<file path="src/rtl/prog_clock_pkg.sv">
// shared constants for the programmable clock and clock status block
package prog_clock_pkg;
  // register byte addresses
  localparam logic [31:0] ADDR_PROG_CLOCK_CONFIG0 = 32'h400E_0440;
  localparam logic [31:0] ADDR_CLOCK_IRQ_ENABLE   = 32'h400E_0460;
  localparam logic [31:0] ADDR_CLOCK_IRQ_DISABLE  = 32'h400E_0464;
  localparam logic [31:0] ADDR_CLOCK_STATUS       = 32'h400E_0468;
  localparam logic [31:0] ADDR_CLOCK_IRQ_MASK     = 32'h400E_046C;
  localparam logic [31:0] ADDR_CONFIG_STRIDE      = 32'h0000_0004;

  localparam int unsigned NUM_PROG_CLOCKS = 3;

  // configuration fields
  localparam int unsigned SRC_SEL_LSB    = 0;
  localparam int unsigned PRESCALE_LSB   = 4;
  localparam int unsigned CNT_WIDTH      = 7;
  localparam logic [2:0]  SRC_SEL_RESET  = 3'h0;
  localparam logic [2:0]  PRESCALE_RESET = 3'h0;
  localparam logic [2:0]  PRESCALE_MAX   = 3'h6;

  typedef enum logic [2:0]
  {
    SRC_SLOW   = 3'h0,
    SRC_MAIN   = 3'h1,
    SRC_PLL_A  = 3'h2,
    SRC_MASTER = 3'h4
  } clock_source_t;

  // status bit positions
  localparam int unsigned BIT_CRYSTAL_OSC_STABLE   = 0;
  localparam int unsigned BIT_PLL_A_LOCKED         = 1;
  localparam int unsigned BIT_MASTER_CLOCK_READY   = 3;
  localparam int unsigned BIT_SLOW_OSC_SELECT      = 7;
  localparam int unsigned BIT_PROG_CLOCK_READY0    = 8;
  localparam int unsigned BIT_MAIN_OSC_SWITCH_DONE = 16;
  localparam int unsigned BIT_FAST_RC_STABLE       = 17;
  localparam int unsigned BIT_CLOCK_FAIL_EVENT     = 18;
  localparam int unsigned BIT_CLOCK_FAIL_STATUS    = 19;
  localparam int unsigned BIT_FAULT_OUTPUT_STATUS  = 20;
  localparam int unsigned BIT_SLOW_XTAL_FREQ_ERROR = 21;

  // bits that may hold an interrupt enable
  localparam logic [31:0] IRQ_VALID_BITS = 32'h0027_070B;
  localparam logic [31:0] IMR_RESET      = 32'h0000_0000;

  localparam logic [1:0] HTRANS_NONSEQ = 2'h2;
  localparam logic [1:0] HTRANS_SEQ    = 2'h3;
  localparam logic       HRESP_OKAY    = 1'h0;
endpackage

</file>
<file path="src/rtl/prog_clock_status.sv">
// programmable clock outputs and clock status/interrupt registers on AHB-Lite
// Functional notes
// - writes to config ignored while write-protect set
// - source 0 slow, 1 main, 2 PLL, 4 master
// - prescaler 0..6 divides by 1 to 64; with source 4 (master) it divides hclk by 2 to 128
// - enable register sets mask for stable, lock, ready
// - enable register also covers bits 16,17,18,21
// - disable register clears mask, same bit layout
// - status bit 0 shows crystal oscillator stable
// - status bit 1 shows PLL A locked
// - status bit 3 shows master clock ready
// - status bit 7 shows slow oscillator selection
// - status bits 8-10 show programmable clocks ready
// - status bit 16 shows main oscillator switch done
// - status bit 17 shows fast RC stable
// - clock fail event sticky until status read
// - read-only mask register shows enabled interrupts
//
// Implementation choice: the AHB-Lite register port.
`timescale 1ns/1ns
`default_nettype none
module prog_clock_status
  import prog_clock_pkg::*;
(
  // clock and reset
  input  wire logic        hclk,
  input  wire logic        hresetn,
  // ahb-lite slave
  input  wire logic        hsel,
  input  wire logic [31:0] haddr,
  input  wire logic [1:0]  htrans,
  input  wire logic        hwrite,
  input  wire logic [2:0]  hsize,
  input  wire logic [31:0] hwdata,
  input  wire logic        hready,
  output logic             hreadyout,
  output logic [31:0]      hrdata,
  output logic             hresp,
  // write protection from the protect unit
  input  wire logic        write_protect_enable,
  // clock sources from the oscillators and PLL
  input  wire logic        slow_clock_source,
  input  wire logic        main_clock_source,
  input  wire logic        pll_a_clock_source,
  // status from the clock units
  input  wire logic        crystal_osc_stable,
  input  wire logic        pll_a_locked,
  input  wire logic        master_clock_ready,
  input  wire logic        slow_osc_select_status,
  input  wire logic        main_osc_switch_done,
  input  wire logic        fast_rc_stable,
  input  wire logic        clock_fail_status,
  input  wire logic        fault_output_status,
  input  wire logic        slow_crystal_freq_error,
  // outputs
  output logic [2:0]       prog_clock_out,
  output logic             irq
);

  localparam int unsigned NUM_ASYNC = 12;

  // address decode shared by read and write paths
  function automatic logic hit(input logic [31:0] addr, input logic [31:0] base);
    hit = (addr == base);
  endfunction

  function automatic int unsigned cfg_index(input logic [31:0] addr);
    cfg_index = NUM_PROG_CLOCKS;
    for (int unsigned k = 0; k < NUM_PROG_CLOCKS; k++)
    begin
      if (addr == ADDR_PROG_CLOCK_CONFIG0 + k * ADDR_CONFIG_STRIDE)
      begin
        cfg_index = k;
      end
    end
  endfunction

  // two-flop synchronisers for everything arriving from outside this clock
  logic [NUM_ASYNC-1:0] async_in;
  logic [NUM_ASYNC-1:0] sync_stage1;
  logic [NUM_ASYNC-1:0] sync_in;
  logic [2:0]           src_last;

  assign async_in = {slow_crystal_freq_error, fault_output_status, clock_fail_status,
                     fast_rc_stable, main_osc_switch_done, slow_osc_select_status,
                     master_clock_ready, pll_a_locked, crystal_osc_stable,
                     pll_a_clock_source, main_clock_source, slow_clock_source};

  always_ff @(posedge hclk or negedge hresetn)
  begin
    if (!hresetn)
    begin
      sync_stage1 <= '0;
      sync_in     <= '0;
      src_last    <= 3'h0;
    end
    else
    begin
      sync_stage1 <= async_in;
      sync_in     <= sync_stage1;
      src_last    <= sync_in[2:0];
    end
  end

  logic       s_slow_xtal_err;
  logic       s_fault_out;
  logic       s_fail_status;
  logic       s_fast_rc;
  logic       s_switch_done;
  logic       s_slow_sel;
  logic       s_master_ready;
  logic       s_pll_lock;
  logic       s_xtal_stable;
  logic [2:0] src_toggle;

  assign {s_slow_xtal_err, s_fault_out, s_fail_status, s_fast_rc, s_switch_done,
          s_slow_sel, s_master_ready, s_pll_lock, s_xtal_stable} = sync_in[11:3];
  assign src_toggle = sync_in[2:0] ^ src_last;

  // ahb-lite address phase capture; the slave never inserts wait states
  logic        dp_valid;
  logic        dp_write;
  logic [31:0] dp_addr;
  logic        addr_accept;

  assign addr_accept = hsel && hready && (htrans == HTRANS_NONSEQ || htrans == HTRANS_SEQ);
  assign hreadyout   = 1'b1;
  assign hresp       = HRESP_OKAY;

  always_ff @(posedge hclk or negedge hresetn)
  begin
    if (!hresetn)
    begin
      dp_valid <= 1'b0;
      dp_write <= 1'b0;
      dp_addr  <= 32'h0000_0000;
    end
    else
    begin
      dp_valid <= addr_accept;
      dp_write <= addr_accept && hwrite;
      dp_addr  <= haddr;
    end
  end

  logic wr_irq_en;
  logic wr_irq_dis;
  logic rd_status;
  logic [NUM_PROG_CLOCKS-1:0] wr_cfg;

  assign wr_irq_en  = dp_write && hit(dp_addr, ADDR_CLOCK_IRQ_ENABLE);
  assign wr_irq_dis = dp_write && hit(dp_addr, ADDR_CLOCK_IRQ_DISABLE);
  assign rd_status = addr_accept && !hwrite && hit(haddr, ADDR_CLOCK_STATUS);

  // per-channel source select, prescaler and ready
  logic [2:0]           src_sel   [NUM_PROG_CLOCKS];
  logic [2:0]           prescale  [NUM_PROG_CLOCKS];
  logic [CNT_WIDTH-1:0] div_cnt   [NUM_PROG_CLOCKS];
  logic [NUM_PROG_CLOCKS-1:0] prog_clock_ready;

  genvar g;
  generate
    for (g = 0; g < NUM_PROG_CLOCKS; g++)
    begin : gen_pck
      logic                 tick;
      logic [CNT_WIDTH-1:0] next_cnt;
      logic                 valid_sel;

      assign wr_cfg[g] = dp_write && !write_protect_enable
                         && (cfg_index(dp_addr) == g);

      always_comb
      begin
        case (src_sel[g])
          SRC_SLOW:   tick = src_toggle[0];
          SRC_MAIN:   tick = src_toggle[1];
          SRC_PLL_A:  tick = src_toggle[2];
          SRC_MASTER: tick = 1'b1;
          default:    tick = 1'b0;
        endcase
      end

      assign valid_sel = (prescale[g] <= PRESCALE_MAX);
      assign next_cnt  = div_cnt[g] + CNT_WIDTH'(tick);

      always_ff @(posedge hclk or negedge hresetn)
      begin
        if (!hresetn)
        begin
          src_sel[g]  <= SRC_SEL_RESET;
          prescale[g] <= PRESCALE_RESET;
        end
        else if (wr_cfg[g])
        begin
          src_sel[g]  <= hwdata[SRC_SEL_LSB +: 3];
          prescale[g] <= hwdata[PRESCALE_LSB +: 3];
        end
      end

      // counter of source edges; bit n is the source divided by 2**n, or hclk divided by 2**(n+1) for master
      always_ff @(posedge hclk or negedge hresetn)
      begin
        if (!hresetn)
        begin
          div_cnt[g] <= '0;
        end
        else if (wr_cfg[g])
        begin
          div_cnt[g] <= '0;
        end
        else
        begin
          div_cnt[g] <= next_cnt;
        end
      end

      always_ff @(posedge hclk or negedge hresetn)
      begin
        if (!hresetn)
        begin
          prog_clock_out[g] <= 1'b0;
        end
        else if (wr_cfg[g] || !valid_sel)
        begin
          prog_clock_out[g] <= 1'b0;
        end
        else
        begin
          prog_clock_out[g] <= next_cnt[prescale[g]];
        end
      end

      always_ff @(posedge hclk or negedge hresetn)
      begin
        if (!hresetn)
        begin
          prog_clock_ready[g] <= 1'b0;
        end
        else if (wr_cfg[g])
        begin
          prog_clock_ready[g] <= 1'b0;
        end
        else if (valid_sel && !div_cnt[g][prescale[g]] && next_cnt[prescale[g]])
        begin
          prog_clock_ready[g] <= 1'b1;
        end
      end
    end
  endgenerate

  // clock failure event: sticky, cleared by a status read, a new event wins
  logic fail_last;
  logic clock_fail_event;

  always_ff @(posedge hclk or negedge hresetn)
  begin
    if (!hresetn)
    begin
      fail_last        <= 1'b0;
      clock_fail_event <= 1'b0;
    end
    else
    begin
      fail_last <= s_fail_status;
      if (s_fail_status && !fail_last)
      begin
        clock_fail_event <= 1'b1;
      end
      else if (rd_status)
      begin
        clock_fail_event <= 1'b0;
      end
    end
  end

  logic [31:0] status_word;

  always_comb
  begin
    status_word = 32'h0000_0000;
    status_word[BIT_CRYSTAL_OSC_STABLE]   = s_xtal_stable;
    status_word[BIT_PLL_A_LOCKED]         = s_pll_lock;
    status_word[BIT_MASTER_CLOCK_READY]   = s_master_ready;
    status_word[BIT_SLOW_OSC_SELECT]      = s_slow_sel;
    status_word[BIT_PROG_CLOCK_READY0 +: NUM_PROG_CLOCKS] = prog_clock_ready;
    status_word[BIT_MAIN_OSC_SWITCH_DONE] = s_switch_done;
    status_word[BIT_FAST_RC_STABLE]       = s_fast_rc;
    status_word[BIT_CLOCK_FAIL_EVENT]     = clock_fail_event;
    status_word[BIT_CLOCK_FAIL_STATUS]    = s_fail_status;
    status_word[BIT_FAULT_OUTPUT_STATUS]  = s_fault_out;
    status_word[BIT_SLOW_XTAL_FREQ_ERROR] = s_slow_xtal_err;
  end

  // interrupt mask: set by enable writes, cleared by disable writes
  logic [31:0] imr;

  always_ff @(posedge hclk or negedge hresetn)
  begin
    if (!hresetn)
    begin
      imr <= IMR_RESET;
    end
    else
    begin
      imr <= (imr | ({32{wr_irq_en}} & hwdata & IRQ_VALID_BITS))
             & ~({32{wr_irq_dis}} & hwdata & IRQ_VALID_BITS);
    end
  end

  always_ff @(posedge hclk or negedge hresetn)
  begin
    if (!hresetn)
    begin
      irq <= 1'b0;
    end
    else
    begin
      irq <= |(status_word & imr);
    end
  end

  // read data is registered in the address phase; unmapped reads give zero
  logic [31:0] next_rdata;
  int unsigned rd_idx;

  always_comb
  begin
    next_rdata = 32'h0000_0000;
    rd_idx     = cfg_index(haddr);
    if (hit(haddr, ADDR_CLOCK_STATUS))
    begin
      next_rdata = status_word;
    end
    else if (hit(haddr, ADDR_CLOCK_IRQ_MASK))
    begin
      next_rdata = imr;
    end
    else if (rd_idx < NUM_PROG_CLOCKS)
    begin
      next_rdata[SRC_SEL_LSB +: 3]  = src_sel[rd_idx];
      next_rdata[PRESCALE_LSB +: 3] = prescale[rd_idx];
    end
  end

  always_ff @(posedge hclk or negedge hresetn)
  begin
    if (!hresetn)
    begin
      hrdata <= 32'h0000_0000;
    end
    else if (addr_accept && !hwrite)
    begin
      hrdata <= next_rdata;
    end
  end

  // checks
  a_wp_blocks_cfg: assert property (@(posedge hclk) disable iff (!hresetn)
    dp_write && write_protect_enable && hit(dp_addr, ADDR_PROG_CLOCK_CONFIG0)
    |=> $stable(src_sel[0]) && $stable(prescale[0]))
    else $error("config changed while write protected");
  a_master_src_toggle: assert property (@(posedge hclk) disable iff (!hresetn)
    src_sel[0] == SRC_MASTER && prescale[0] == 3'h0 && !wr_cfg[0] ##1 !wr_cfg[0]
    |-> prog_clock_out[0] != $past(prog_clock_out[0]))
    else $error("master clock source not followed");
  a_div_four_period: assert property (@(posedge hclk) disable iff (!hresetn)
    $rose(prog_clock_out[0]) && src_sel[0] == SRC_MASTER && prescale[0] == 3'h1
    && !wr_cfg[0] ##0 !wr_cfg[0] [*2]
    |-> prog_clock_out[0] ##1 !prog_clock_out[0])
    else $error("divide by four period wrong");
  a_enable_sets_mask: assert property (@(posedge hclk) disable iff (!hresetn)
    wr_irq_en && !wr_irq_dis |=> ((imr & $past(hwdata) & IRQ_VALID_BITS)
    == ($past(hwdata) & IRQ_VALID_BITS)))
    else $error("enable write did not set mask");
  a_disable_clears_mask: assert property (@(posedge hclk) disable iff (!hresetn)
    wr_irq_dis |=> (imr & $past(hwdata)) == 32'h0000_0000)
    else $error("disable write did not clear mask");
  a_status_lock: assert property (@(posedge hclk) disable iff (!hresetn)
    status_word[BIT_PLL_A_LOCKED] == $past(pll_a_locked, 2))
    else $error("lock status does not follow input");
  a_fail_sticky: assert property (@(posedge hclk) disable iff (!hresetn)
    clock_fail_event && !rd_status |=> clock_fail_event)
    else $error("clock fail event lost without read");
  a_irq_level: assert property (@(posedge hclk) disable iff (!hresetn)
    irq == $past(|(status_word & imr)))
    else $error("irq does not match masked status");
  a_ready_drop: assert property (@(posedge hclk) disable iff (!hresetn)
    wr_cfg[0] |=> !prog_clock_ready[0] && !prog_clock_out[0])
    else $error("ready not dropped on config write");
  c_ready_after_write: cover property (@(posedge hclk) disable iff (!hresetn)
    wr_cfg[1] ##[1:200] prog_clock_ready[1]);
  c_irq_fires: cover property (@(posedge hclk) disable iff (!hresetn) $rose(irq));
  c_fail_read: cover property (@(posedge hclk) disable iff (!hresetn)
    clock_fail_event && rd_status);
endmodule
`default_nettype wire

</file>
<file path="config.mk">
export PLATFORM = sky130hd
export DESIGN_NAME = prog_clock_status
export DESIGN_NICKNAME = d
export VERILOG_FILES = /design/src/rtl/prog_clock_pkg.sv /design/src/rtl/prog_clock_status.sv
export SDC_FILE = /design/constraint.sdc
export NUM_CORES = 1
export LEC_CHECK = 0
export BUFFER_PORTS_ARGS = -buffer_cell sky130_fd_sc_hd__buf_2
export CORE_MARGIN = 3
export CORE_UTILIZATION = 59
export CTS_BUF_LIST = sky130_fd_sc_hd__clkbuf_16
export CTS_CLUSTER_SIZE = 40
export DETAILED_ROUTE_END_ITERATION = 7
export PLACE_DENSITY = 0.86
export SETUP_SLACK_MARGIN = 0.02
export SYNTH_ARGS = -nofsm -noshare
export SYNTH_HDL_FRONTEND = slang
export SYNTH_SLANG_ARGS = --single-unit
</file>
<file path="constraint.sdc">
create_clock -name hclk -period 6.3 [get_ports hclk]
set_input_delay 0.63 -clock hclk [delete_from_list [all_inputs] [get_ports hclk]]
set_output_delay 0.63 -clock hclk [all_outputs]
set_load 0.01 [all_outputs]
</file>
* Word-level counts from Yosys, hierarchy flattened
Cells that the tools add are included.
** Word-level totals
- Register bits :: 172
- Input port bits :: 87
- Output and inout bits :: 38
- Word-level logic and storage cells :: 155
** Operators by class
- Add/sub/neg operators :: 3
- Magnitude comparators :: 8
- Equal/unequal tests :: 23
- Multiplexer cells :: 48
- Bitwise operators :: 8
- Reductions and logical operators :: 40
** Operator list (number)
- $eq A32 B31 Y1 const B :: 10
- $mux W32 :: 3
- $and A22 B22 Y22 :: 2
- $ge A33 B3 Y1 const B :: 1
- $not A2 Y33 :: 1
- $and A22 B32 Y32 :: 1
- $and A32 B32 Y32 :: 1
- $eq A32 B1 Y1 const B :: 1
- $eq A32 B2 Y1 const B :: 1
- $logic_not A32 Y1 :: 1
- $not A22 Y32 :: 1
- $or A32 B22 Y32 :: 1
- $reduce_or A32 Y1 :: 1
- $mux W25 :: 1
- $mux W3 :: 8
- $add A7 B1 Y7 :: 3
- $mux W7 :: 3
- $bmux W1 S3 :: 6
- $logic_and A1 B1 Y1 :: 18
- $mux W1 :: 18
- $bmux W3 S2 :: 2
- $lt A3 B4 Y1 const B :: 3
- $pmux W1 S4 :: 3
- $eq A3 B1 Y1 const B :: 3
- 11 further kinds :: 37

* Depth between registers and ports, before layout
Gate-level depths: netlist (run 1).
- Depth after elaboration :: 11
- Gate-level depth with buffers :: 12
- Depth with buffers taken out :: 12

* Worst setup path after synthesis (run 1)
No wires, ideal clock.
- Kind :: register to register
- From :: reg src_last[2]
- To :: reg prog_clock_out[0]
- Arrival :: 2.247 ns
- Required time :: 6.234 ns
- Slack :: 3.987 ns
- Cell stages (with the launch flop) :: 13
- Clock period less this slack :: 2.313 ns
- Cells stage by stage :: dfrtp_1 xor2_1 nand2_1 nor2_1 a21oi_1 o32ai_1 ha_1 ha_1 nand3_1 or3_1 a211o_1 o211ai_1 and3_1
** On the way
- Longest elaborated chain between the ends :: 6
** Ends and longest elaborated chain
- start: declaration :: RTL line prog_clock_status.sv:82 : logic [2:0] src_last;
- start signal: assignment :: RTL line prog_clock_status.sv:101 : src_last <= sync_in[2:0];
- $xor A3 B3 Y3 :: RTL line prog_clock_status.sv:118 : assign src_toggle = sync_in[2:0] ^ src_last;
- $pmux W1 S4 :: RTL line prog_clock_status.sv:174 : case (src_sel[g])
- $add A7 B1 Y7 :: RTL line prog_clock_status.sv:184 : assign next_cnt = div_cnt[g] + CNT_WIDTH'(tick);
- $bmux W1 S3 :: RTL line prog_clock_status.sv:229 : prog_clock_out[g] <= next_cnt[prescale[g]];
- $mux W1 (implied by the code) :: RTL line prog_clock_status.sv:229
- $mux W1 :: RTL line prog_clock_status.sv:223 : else if (wr_cfg[g] || !valid_sel)
- end signal: indexed assignment :: RTL line prog_clock_status.sv:229
- end: declaration :: RTL line prog_clock_status.sv:56 : output logic [2:0] prog_clock_out,
No other way between the ends. The select of a mux whose other input is x is not followed.
A chain may end at the register's enable or synchronous reset.

* Worst setup path in the final report (run 1)
- From :: reg sync_in[2]
- To :: reg prog_clock_ready[1]
** On the way
- Longest elaborated chain between the ends :: 7
** Ends and longest elaborated chain
- start: declaration :: RTL line prog_clock_status.sv:81 : logic [NUM_ASYNC-1:0] sync_in;
- start signal: assignment :: RTL line prog_clock_status.sv:100 : sync_in <= sync_stage1;
- $xor A3 B3 Y3 :: RTL line prog_clock_status.sv:118
- $pmux W1 S4 :: RTL line prog_clock_status.sv:174
- $add A7 B1 Y7 :: RTL line prog_clock_status.sv:184
- $bmux W1 S3 :: RTL line prog_clock_status.sv:243 : else if (valid_sel && !div_cnt[g][prescale[g]] && next_cnt[prescale[g]])
- $mux W1 (implied by the code) :: RTL line prog_clock_status.sv:243
- $logic_and A1 B1 Y1 :: RTL line prog_clock_status.sv:243
- $reduce_bool A2 Y1 (no source line)
- end signal: indexed assignment :: RTL line prog_clock_status.sv:237 : prog_clock_ready[g] <= 1'b0;
- end signal: indexed assignment :: RTL line prog_clock_status.sv:241 : prog_clock_ready[g] <= 1'b0;
- end signal: indexed assignment :: RTL line prog_clock_status.sv:245 : prog_clock_ready[g] <= 1'b1;
- end: declaration :: RTL line prog_clock_status.sv:159 : logic [NUM_PROG_CLOCKS-1:0] prog_clock_ready;
No other way between the ends. The select of a mux whose other input is x is not followed.

==> flow_metrics.tcl, run 1 <==
set metrics [dict create \
    synth_warnings 0 \
    fp.dieArea_mm2 0.01130 \
    cts.sinks 135 \
    finalSetupViolations 0 \
    io_pins 125 \
    synthCells 480 \
    grt_max_degree 91 \
    path_max_fanout 3 \
    overflow 0 \
    cts_setup_buffers 0 \
    clockRootBuffer "clkbuf_16" \
    finClkSkew_ns 0.009387 \
    crit_chain "xor2_1, nand2_1, nor2_1, a21oi_1, o32ai_1, ha_1, nand2_1, or3_1, and3_1, o32a_1, o31ai_1" \
    clk_path_buf_depth 2 \
    rsz0062_at_grt "no" \
    cts_inserted_buffers 17 \
    dr.pass1.iters 5 \
    hold_viol_final 0 \
    cts-resized-gates 0 \
    setup_tns_ns 0 \
    period_needed_ns 2.714 \
    leakagePower_nw 3.358 \
    vias_per_cell 5.792 \
    worst_ep_arrival_time_ns 3.01 \
    synth_ff_type "dfrtp_1" \
    antenna_left 0 \
    path_common_cell "nand2_1" \
    hp-class "in -> reg" \
    vdd_drop_max_mv 0.2330 \
    multiInputGateArea_mm2 0.002277 \
    critPathLaunchType "register" \
    port-buffer-count 85 \
    gp_congestion 0.8652 \
    drive_gt1_share_pct 27.73 \
    fp-row-count 35 \
    finalCritPeriodShare_pct 43.08 \
    dpl.cell_count 674 \
    antenna_found_initial 1 \
    num-nets-final 657 \
    status "finished clean" \
    synthDistinctLibCells 67 \
    grt_first_pass_wirelength_mm 21.78 \
    final_common_cell "dfrtp_1" \
    first_iter_violations 278 \
    vias 4089 \
    fin_cells 706 \
    final_cell_mix "dfrtp_1 (135), buf_2 (84), nor2_1 (42), nand2_1 (25), inv_1 (22)" \
    wirelength_mm 13.36 \
    yosysSeqAreaShare_pct 56.94 \
    die_x_um 106.3 \
    finalMaxSlewViolations 0 \
    slew_headroom_pct 28.32 \
    seq_area_mm2 0.003378 \
    grt_pass1_vias 4259 \
    required_ns 6.60 \
    critPathKind "reg -> reg" \
    maxCapViolations 0 \
    endpoint_kind "register" \
    core_mm2 0.009503 \
    num-fill-cells 620 \
    wl_per_cell_um 18.92 \
    syn_to_final_growth_pct 17.36 \
    diodes 0 \
    clkLatencyLatePin_ns 0.42 \
    worstMarginPinSlew_ns 1.075 \
    slowest_delay_ns 0.39 \
    synth_edf_count 0 \
    initial_core_util_pct 62.44 \
    htree_levels 4 \
    cts_tree "built" \
    power_density_mw_per_mm2 351.1 \
    syn_avg_cell_area_um2 12.36 \
    fmax_ghz 0.3684 \
    clk_pin_slew_ns 0.06 \
    cts_hold_buffers 0 \
    drcViolationCount 0 \
    hpwl_mm 8.911 \
    crit_path_top_delay_cell "dfrtp_1" \
    synth_area_mm2 0.005933 \
    grt_util_all_layers_pct 25.32 \
    die_h_um 106.3 \
    ys_ff_latch 135 \
    async_flop_share_pct 100.0 \
]
per-stage QoR:
stage	total power [mW]	utilization, %	hold slack (ns)	area, um2	setup WS, ns
final	2.445	73.27	0.3149	6963	3.586
after global routing	2.555	73.27	0.2991	6963	3.344
after CTS	2.457	73.27	0.3059	6963	3.602
after detailed placement	1.409	66.66	0.3355	6335	3.617
after global placement	1.382	66.66	0.3327	6335	3.719
after floorplan	1.294	-	0.3312	5989	3.987
registers in the layout, summed over array words and instances (netlist names), 3 cells and up:
signal and flops:
hrdata 17, sync_in 12, dp_addr 32, prog_clock_out 3, src_sel 9, src_last 3, prog_clock_ready 3, div_cnt 21
prescale 9, sync_stage1 12, imr 10
synthesized netlist by cell type, types with 3 or more instances:
| cell type | count | area, um2 |
|---|---|---|
| a221o_1 | 8 | 80.08 |
| a22oi_1 | 3 | 22.52 |
| o31ai_1 | 4 | 30.03 |
| inv_1 | 22 | 82.58 |
| a22o_1 | 6 | 52.55 |
| mux2_4 | 3 | 45.04 |
| mux4_2 | 3 | 67.56 |
| nor2b_1 | 8 | 50.05 |
| xor2_1 | 9 | 78.83 |
| o21ai_0 | 12 | 60.06 |
| nand3_1 | 11 | 55.05 |
| nor2_1 | 42 | 157.7 |
| nand2_1 | 25 | 93.84 |
| dfrtp_1 | 135 | 3378 |
| ha_1 | 6 | 75.07 |
| nor4b_2 | 3 | 45.04 |
| and4b_1 | 3 | 30.03 |
| mux2_2 | 15 | 168.9 |
| buf_4 | 19 | 142.6 |
| nand3b_1 | 3 | 22.52 |
| o22ai_1 | 3 | 18.77 |
| o32ai_1 | 4 | 35.03 |
| buf_6 | 3 | 33.78 |
| a21oi_1 | 14 | 70.07 |
| clkbuf_1 | 7 | 26.28 |
| and3_1 | 9 | 56.30 |
| a211oi_1 | 4 | 30.03 |
| or3_1 | 3 | 18.77 |
| nor4b_1 | 3 | 26.28 |
| buf_2 | 5 | 25.02 |
| and2_1 | 9 | 56.30 |
| mux2i_1 | 19 | 190.2 |
| nand4_1 | 3 | 18.77 |
| xnor2_1 | 6 | 52.55 |
worst paths after layout:
kind,slack [ns],start,endpoint,cells past startpoint
max,3.59,sync_in[2],prog_clock_ready[1],11
min,0.31,master_clock_ready,sync_stage1[5],1
max reg2reg,3.59,sync_in[2],prog_clock_ready[1],11
min reg2reg,0.35,sync_stage1[2],sync_in[2],0
max in group asynchronous,4.72,hresetn,hrdata[9],2
min in group asynchronous,0.42,hresetn,dp_addr[25],1
metal layers:
metal | up-vias | track usage, % | part of all wire [%]
met1 | 2027 | 30.92 | 39
li1 | 1853 | - | -
met2 | 171 | 42.85 | 52
met3 | 36 | 7.225 | 6.4
met4 | 2 | 9.436 | 2.2
met5 | - | 0 | 0.052
logic make-up (layout without fill, tap and decap cells):
kind of cell / after synthesis / after routing / share of synthesized area [%]
AO/OA/AOI/OAI: 79 / 79 / 9.722
AND/OR/NAND/NOR: 144 / 144 / 15.96
XOR/XNOR: 15 / 15 / 2.214
flip-flops: 135 / 135 / 56.94
adder cells (fa/ha/maj): 6 / 6 / 1.265
buffers and inverters: 58 / 140 / 5.631
other: 2 / 17 / 0.1266
multiplexers: 41 / 41 / 8.140
where the power goes:
group	total, mW	switching [mW]	internal (mW)
combinational	0.347	0.186	0.161
clock	1.04	0.374	0.662
sequential	1.06	0.0929	0.968
layout make-up:
cell class	count	area share, %
clock buffer	17	6.110
clock inverter	15	2.911
inverter	22	1.186
multi-input combinational	302	32.70
sequential	135	48.52
tap	129	2.318
timing repair buffer	86	6.253
critical path, delay by kind of cell (launching register included):
family                   cells  cell delay (ns)
XOR/XNOR                     1             0.27
AND/OR/NAND/NOR              5             0.82
flip-flops                   1             0.39
AO/OA/AOI/OAI                4             0.85
adder cells (fa/ha/maj)      1             0.28
No activity file was read; power rests on OpenSTA's default activity.
==> run 2, diff against run 1 <==
--- a/config.mk
+++ b/config.mk
@@ -7,11 +7,11 @@
 export LEC_CHECK = 0
 export BUFFER_PORTS_ARGS = -buffer_cell sky130_fd_sc_hd__buf_2
 export CORE_MARGIN = 3
-export CORE_UTILIZATION = 59
+export CORE_UTILIZATION = 49
 export CTS_BUF_LIST = sky130_fd_sc_hd__clkbuf_16
 export CTS_CLUSTER_SIZE = 40
 export DETAILED_ROUTE_END_ITERATION = 7
-export PLACE_DENSITY = 0.86
+export PLACE_DENSITY = 0.77
 export SETUP_SLACK_MARGIN = 0.02
 export SYNTH_ARGS = -nofsm -noshare
 export SYNTH_HDL_FRONTEND = slang
==> constraint.sdc (replaced) <==
create_clock -name hclk -period 2.3 [get_ports hclk]
set_input_delay 0.23 -clock hclk [delete_from_list [all_inputs] [get_ports hclk]]
set_output_delay 0.23 -clock hclk [all_outputs]
set_load 0.01 [all_outputs]
==> flow_metrics.tcl, run 2 (synthesized netlist as in run 1, its figures left out) <==
set metrics [dict create \
    status "complete, but fails checks" \
    violations "setup timing" \
    finalCritPeriodShare_pct 108.8 \
    critPathBufInv 0 \
    slew_headroom_pct 56.98 \
    fin_util_pct 68.19 \
    reg.largest.list "dp_addr: 32 flops, div_cnt: 21 flops, hrdata: 17 flops" \
    core_mm2 0.01161 \
    grt_pass1_vias 4600 \
    cts_inserted_buffers 17 \
    clk_path_buf_depth 2 \
    cts_tree "built" \
    drive_gt1_share_pct 35.32 \
    port-buffer-count 85 \
    dr.pass1.iters 5 \
    crit_chain "xor2_2, nand2_1, nor2_1, a21oi_1, o32ai_2, ha_2, ha_4, nand3_2, or3_4, a211o_1, o211ai_1, and3_1" \
    num-fill-cells 811 \
    wirelength_mm 14.21 \
    vias 4407 \
    hold_viol_final 0 \
    critPathLaunchType "register" \
    overflow 0 \
    antenna_left 0 \
    rsz0062_at_grt "yes" \
    critPathKind "reg -> reg" \
    placed_area_mm2 0.006621 \
    gp_congestion 0.8695 \
    fmax_ghz 0.3997 \
    fp.dieArea_mm2 0.01347 \
    first_iter_violations 346 \
    finClkSkew_ns 0.007758 \
    finalSetupViolations 6 \
    grt_first_pass_wirelength_mm 22.59 \
    die_h_um 116.0 \
    crit_path_top_delay_cell "dfrtp_1" \
    worstMarginPinSlew_ns 0.6452 \
    p_total_mw 7.109 \
    initial_core_util_pct 51.09 \
    vias_per_cell 5.523 \
    path_delay_family "simple AND/OR/NAND/NOR gates" \
    required_ns 2.64 \
    slowest_delay_ns 0.41 \
    period_needed_ns 2.502 \
    wl_per_cell_um 17.81 \
    hp-class "in -> reg" \
    leakagePower_nw 3.775 \
    path_max_fanout 3 \
    dpl.cell_count 720 \
    htree_levels 4 \
    fin_ws_ns -0.2019 \
    fin_area_mm2 0.007919 \
    clk_pin_slew_ns 0.05 \
    largest_reg_flops 32 \
    clockRootBuffer "clkbuf_16" \
    die_x_um 116.0 \
    grt_util_all_layers_pct 22.11 \
    syn_to_final_growth_pct 33.47 \
    largest_register "dp_addr" \
    worst_ep_arrival_time_ns 2.85 \
    cts.sinks 135 \
    finalMaxSlewViolations 0 \
    maxCapViolations 0 \
    antenna_found_initial 1 \
    io_pins 125 \
    final_cell_mix "dfrtp_1 (135), buf_2 (84), dlygate4sd3_1 (43), nor2_1 (38), buf_4 (36)" \
    final_common_cell "dfrtp_1" \
    drcViolationCount 0 \
    fp-row-count 39 \
    grt_max_degree 71 \
    clkLatencyLatePin_ns 0.42 \
    endpoint_kind "register" \
    vdd_drop_max_mv 0.5410 \
    power_density_mw_per_mm2 897.8 \
    hpwl_mm 9.470 \
    fin_cells 798 \
    num-nets-final 736 \
]
run 2: cell count changes in the layout (fill, tap and decap cells not counted), sizes merged:
cell and change:
clkinvlp -3, inv +2, dlygate4sd3 +43, buf +36, clkinv -1, diode +1
run 2: worst paths after layout:
kind                                startpoint                 to  slack [ns]  depth (start not counted)
worst min-delay path                  haddr[5]         dp_addr[5]        0.04                          1
max in group asynchronous              hresetn         div_cnt[5]        1.19                          3
worst max-delay path                sync_in[2]  prog_clock_out[0]       -0.20                         12
worst max register to register      sync_in[2]  prog_clock_out[0]       -0.20                         12
min in group asynchronous              hresetn        dp_addr[26]        0.40                          2
worst min register to register  sync_stage1[0]         sync_in[0]        0.35                          0
run 2: layer usage:
metal	wire (um)	share of wire (%)	track usage, %
met3	890	6.3	6.319
met2	7224	51	36.94
met5	0	0	0
met4	271	1.9	8.662
met1	5823	41	27.27
run 2: area by class of cell:
type	count	area [um2]	share of cell area, %
Tap cell	143	178.9	2.259
Sequential cell	135	3378	42.66
Clock inverter	13	166.4	2.101
Timing Repair Buffer	165	1152	14.55
Multi-Input combinational cell	302	2532	31.98
Inverter	22	82.58	1.043
Antenna cell	1	2.502	0.03160
Clock buffer	17	425.4	5.372
run 2: what timing repair did:
action | CTS | global route
hold buffers | 43 | 0
setup endpoints to repair | 7 | 11
resized for setup | 28 | 18
setup buffers | 3 | 1
endpoints found under the hold margin | 109 | 0
pin swaps | 18 | 11
run 2: power breakdown:
group | leakage (nW) | internal, mW | switching [mW]
registers | 1.61 | 2.65 | 0.285
logic | 1.87 | 0.801 | 0.648
clock network | 0.300 | 1.78 | 0.946
total | 3.77 | 5.23 | 1.88
run 2: stage by stage:
step                      hold slack [ns]  setup TNS, ns  setup WS [ns]
after CTS                         0.01421        -0.7311        -0.1543
after detailed placement           0.2794         -1.674        -0.3514
final                             0.03573         -1.017        -0.2019
after global placement             0.2702        -0.9679        -0.2461
after floorplan                  -0.06559              0        0.01907
after global routing              0.02328         -1.946        -0.3461
run 2: worst reg2reg max path, delay by kind of cell (launching register included):
family	cells	cell delay, ns
xor+xnor	1	0.20
simple gates	5	0.79
fa+ha+maj	2	0.41
flops	1	0.41
compound gates	4	0.63
==> run 3, diff against run 2 <==
--- a/config.mk
+++ b/config.mk
@@ -6,11 +6,13 @@
 export NUM_CORES = 1
 export LEC_CHECK = 0
 export BUFFER_PORTS_ARGS = -buffer_cell sky130_fd_sc_hd__buf_2
+export CORE_ASPECT_RATIO = 0.6
 export CORE_MARGIN = 3
 export CORE_UTILIZATION = 49
 export CTS_BUF_LIST = sky130_fd_sc_hd__clkbuf_16
 export CTS_CLUSTER_SIZE = 40
 export DETAILED_ROUTE_END_ITERATION = 7
+export GPL_ROUTABILITY_DRIVEN = 0
 export PLACE_DENSITY = 0.77
 export SETUP_SLACK_MARGIN = 0.02
 export SYNTH_ARGS = -nofsm -noshare
==> flow_metrics.tcl, run 3 (synthesized netlist as in run 1, its figures left out) <==
set metrics [dict create \
    hold_viol_final 0 \
    critPathKind "reg -> reg" \
    largest_register "dp_addr" \
    fp.dieArea_mm2 0.01351 \
    cts_tree "built" \
    ff2ff_path_depth 13 \
    clockRootBuffer "clkbuf_16" \
    leakagePower_nw 3.770 \
    hold-path-endpoint "dp_addr[2]" \
    whs_path_depth 1 \
    r2r_slack_ns -0.30 \
    initial_core_util_pct 51.32 \
    die_h_um 91.24 \
    first_iter_violations 272 \
    grt_first_pass_wirelength_mm 24.25 \
    drive_gt1_share_pct 35.90 \
    htree_levels 4 \
    endpoint_kind "register" \
    rr_endpoint "prog_clock_ready[1]" \
    grt_pass1_vias 4584 \
    grt_util_all_layers_pct 23.26 \
    overflow 0 \
    finalSetupViolations 6 \
    fin_cells 809 \
    placed_area_mm2 0.006614 \
    vias 4404 \
    slew_headroom_pct 59.01 \
    worst_ep_arrival_time_ns 2.91 \
    cts_inserted_buffers 17 \
    fin_ws_ns -0.2995 \
    drcViolationCount 0 \
    wirelength_mm 15.34 \
    clk_path_buf_depth 2 \
    min_from "haddr[2]" \
    clkLatencyLatePin_ns 0.41 \
    dpl.cell_count 732 \
    largest_reg_flops 32 \
    num-fill-cells 831 \
    critPathLaunchType "register" \
    maxCapViolations 0 \
    finalCritPeriodShare_pct 113.0 \
    core_mm2 0.01156 \
    hpwl_mm 9.651 \
    antenna_found_initial 0 \
    status "complete, but fails checks" \
    fmax_ghz 0.3847 \
    grt_max_degree 63 \
    violations "setup timing" \
    diodes 0 \
    worstMarginPinSlew_ns 0.6149 \
    vdd_drop_max_mv 0.5625 \
    power_density_mw_per_mm2 899.1 \
    port-buffer-count 85 \
    io_pins 125 \
    antenna_left 0 \
    p_total_mw 7.221 \
    wl_per_cell_um 18.97 \
    required_ns 2.62 \
    syn_to_final_growth_pct 35.36 \
    final_common_cell "dfrtp_1" \
    path_max_fanout 3 \
    vias_per_cell 5.444 \
    rsz0062_at_grt "yes" \
    dr.pass1.iters 5 \
    clk_pin_slew_ns 0.06 \
    finalMaxSlewViolations 0 \
    reg.largest.list "dp_addr: 32 flops, div_cnt: 21 flops, hrdata: 17 flops" \
    r2r-start "sync_in[2]" \
    finClkSkew_ns 0.007780 \
    cts.sinks 135 \
    seq_area_mm2 0.003378 \
    die_x_um 148.1 \
    final_cell_mix "dfrtp_1 (135), buf_2 (84), dlygate4sd3_1 (43), nor2_1 (38), buf_4 (26)" \
    fin_area_mm2 0.008031 \
    period_needed_ns 2.600 \
    whs_ns 0.05251 \
    hp-class "in -> reg" \
    multiInputGateArea_mm2 0.002666 \
    fp-row-count 30 \
    num-nets-final 729 \
]
[run 3: area by class of cell]
type | instances | area share (%)
Clock buffer | 17 | 5.297
Sequential cell | 135 | 42.06
Clock inverter | 15 | 1.978
Tap cell | 160 | 2.493
Inverter | 22 | 1.028
Timing Repair Buffer | 158 | 13.94
Multi-Input combinational cell | 302 | 33.20
[run 3: critical path: stages, from the launching register on]
cell and delay, ns:
dfrtp_1 0.41, xor2_2 0.20, buf_4 0.16, nand2_2 0.09
nor2_4 0.04, a21oi_2 0.12, o32ai_2 0.08, ha_2 0.23
ha_4 0.28, mux2_4 0.14, o22ai_2 0.07, a311o_1 0.37
o31a_1 0.25, o31ai_1 0.06
[run 3: how the worst max path moves through the flow]
stage	slack [ns]	to	cells after the start	start
after global routing	-0.39	prog_clock_out[1]	13	sync_in[2]
after detailed placement	-0.36	prog_clock_ready[2]	13	sync_in[2]
after floorplan	0.02	prog_clock_out[0]	12	sync_in[2]
final	-0.30	prog_clock_ready[1]	13	sync_in[2]
after CTS	-0.27	prog_clock_ready[1]	13	src_last[2]
after global placement	-0.26	prog_clock_ready[2]	13	sync_in[2]
[run 3: power by group]
part / internal (mW) / switching, mW
logic: 0.828 / 0.702
clock network: 1.69 / 0.996
registers: 2.65 / 0.359
[run 3: per-layer routing]
metal / share of wire (%) / GRT usage [%] / up-vias
li1: - / - / 1991
met1: 45 / 32.31 / 2234
met2: 49 / 36.58 / 162
met3: 5.6 / 5.486 / 17
met4: 1.2 / 7.302 / 0
met5: 0 / 0 / -
[run 3: what timing repair did]
action / 4_1_cts / 5_1_grt
hold buffers: 43 / 0
endpoints found under the hold margin: 73 / 0
gates cloned: 0 / 0
pin swaps: 22 / 21
buffers inserted: 1 / 2
gates resized for setup: 34 / 35
setup endpoints to repair: 8 / 17
[run 3: metrics by stage]
stage,util (%),setup TNS [ns],worst slack [ns]
global placement,57.21,-1.124,-0.2607
floorplan,-,0,0.01907
finish,69.47,-1.234,-0.2995
global route,69.47,-2.048,-0.3889
detailed placement,57.21,-1.526,-0.3576
CTS,67.58,-1.201,-0.2661
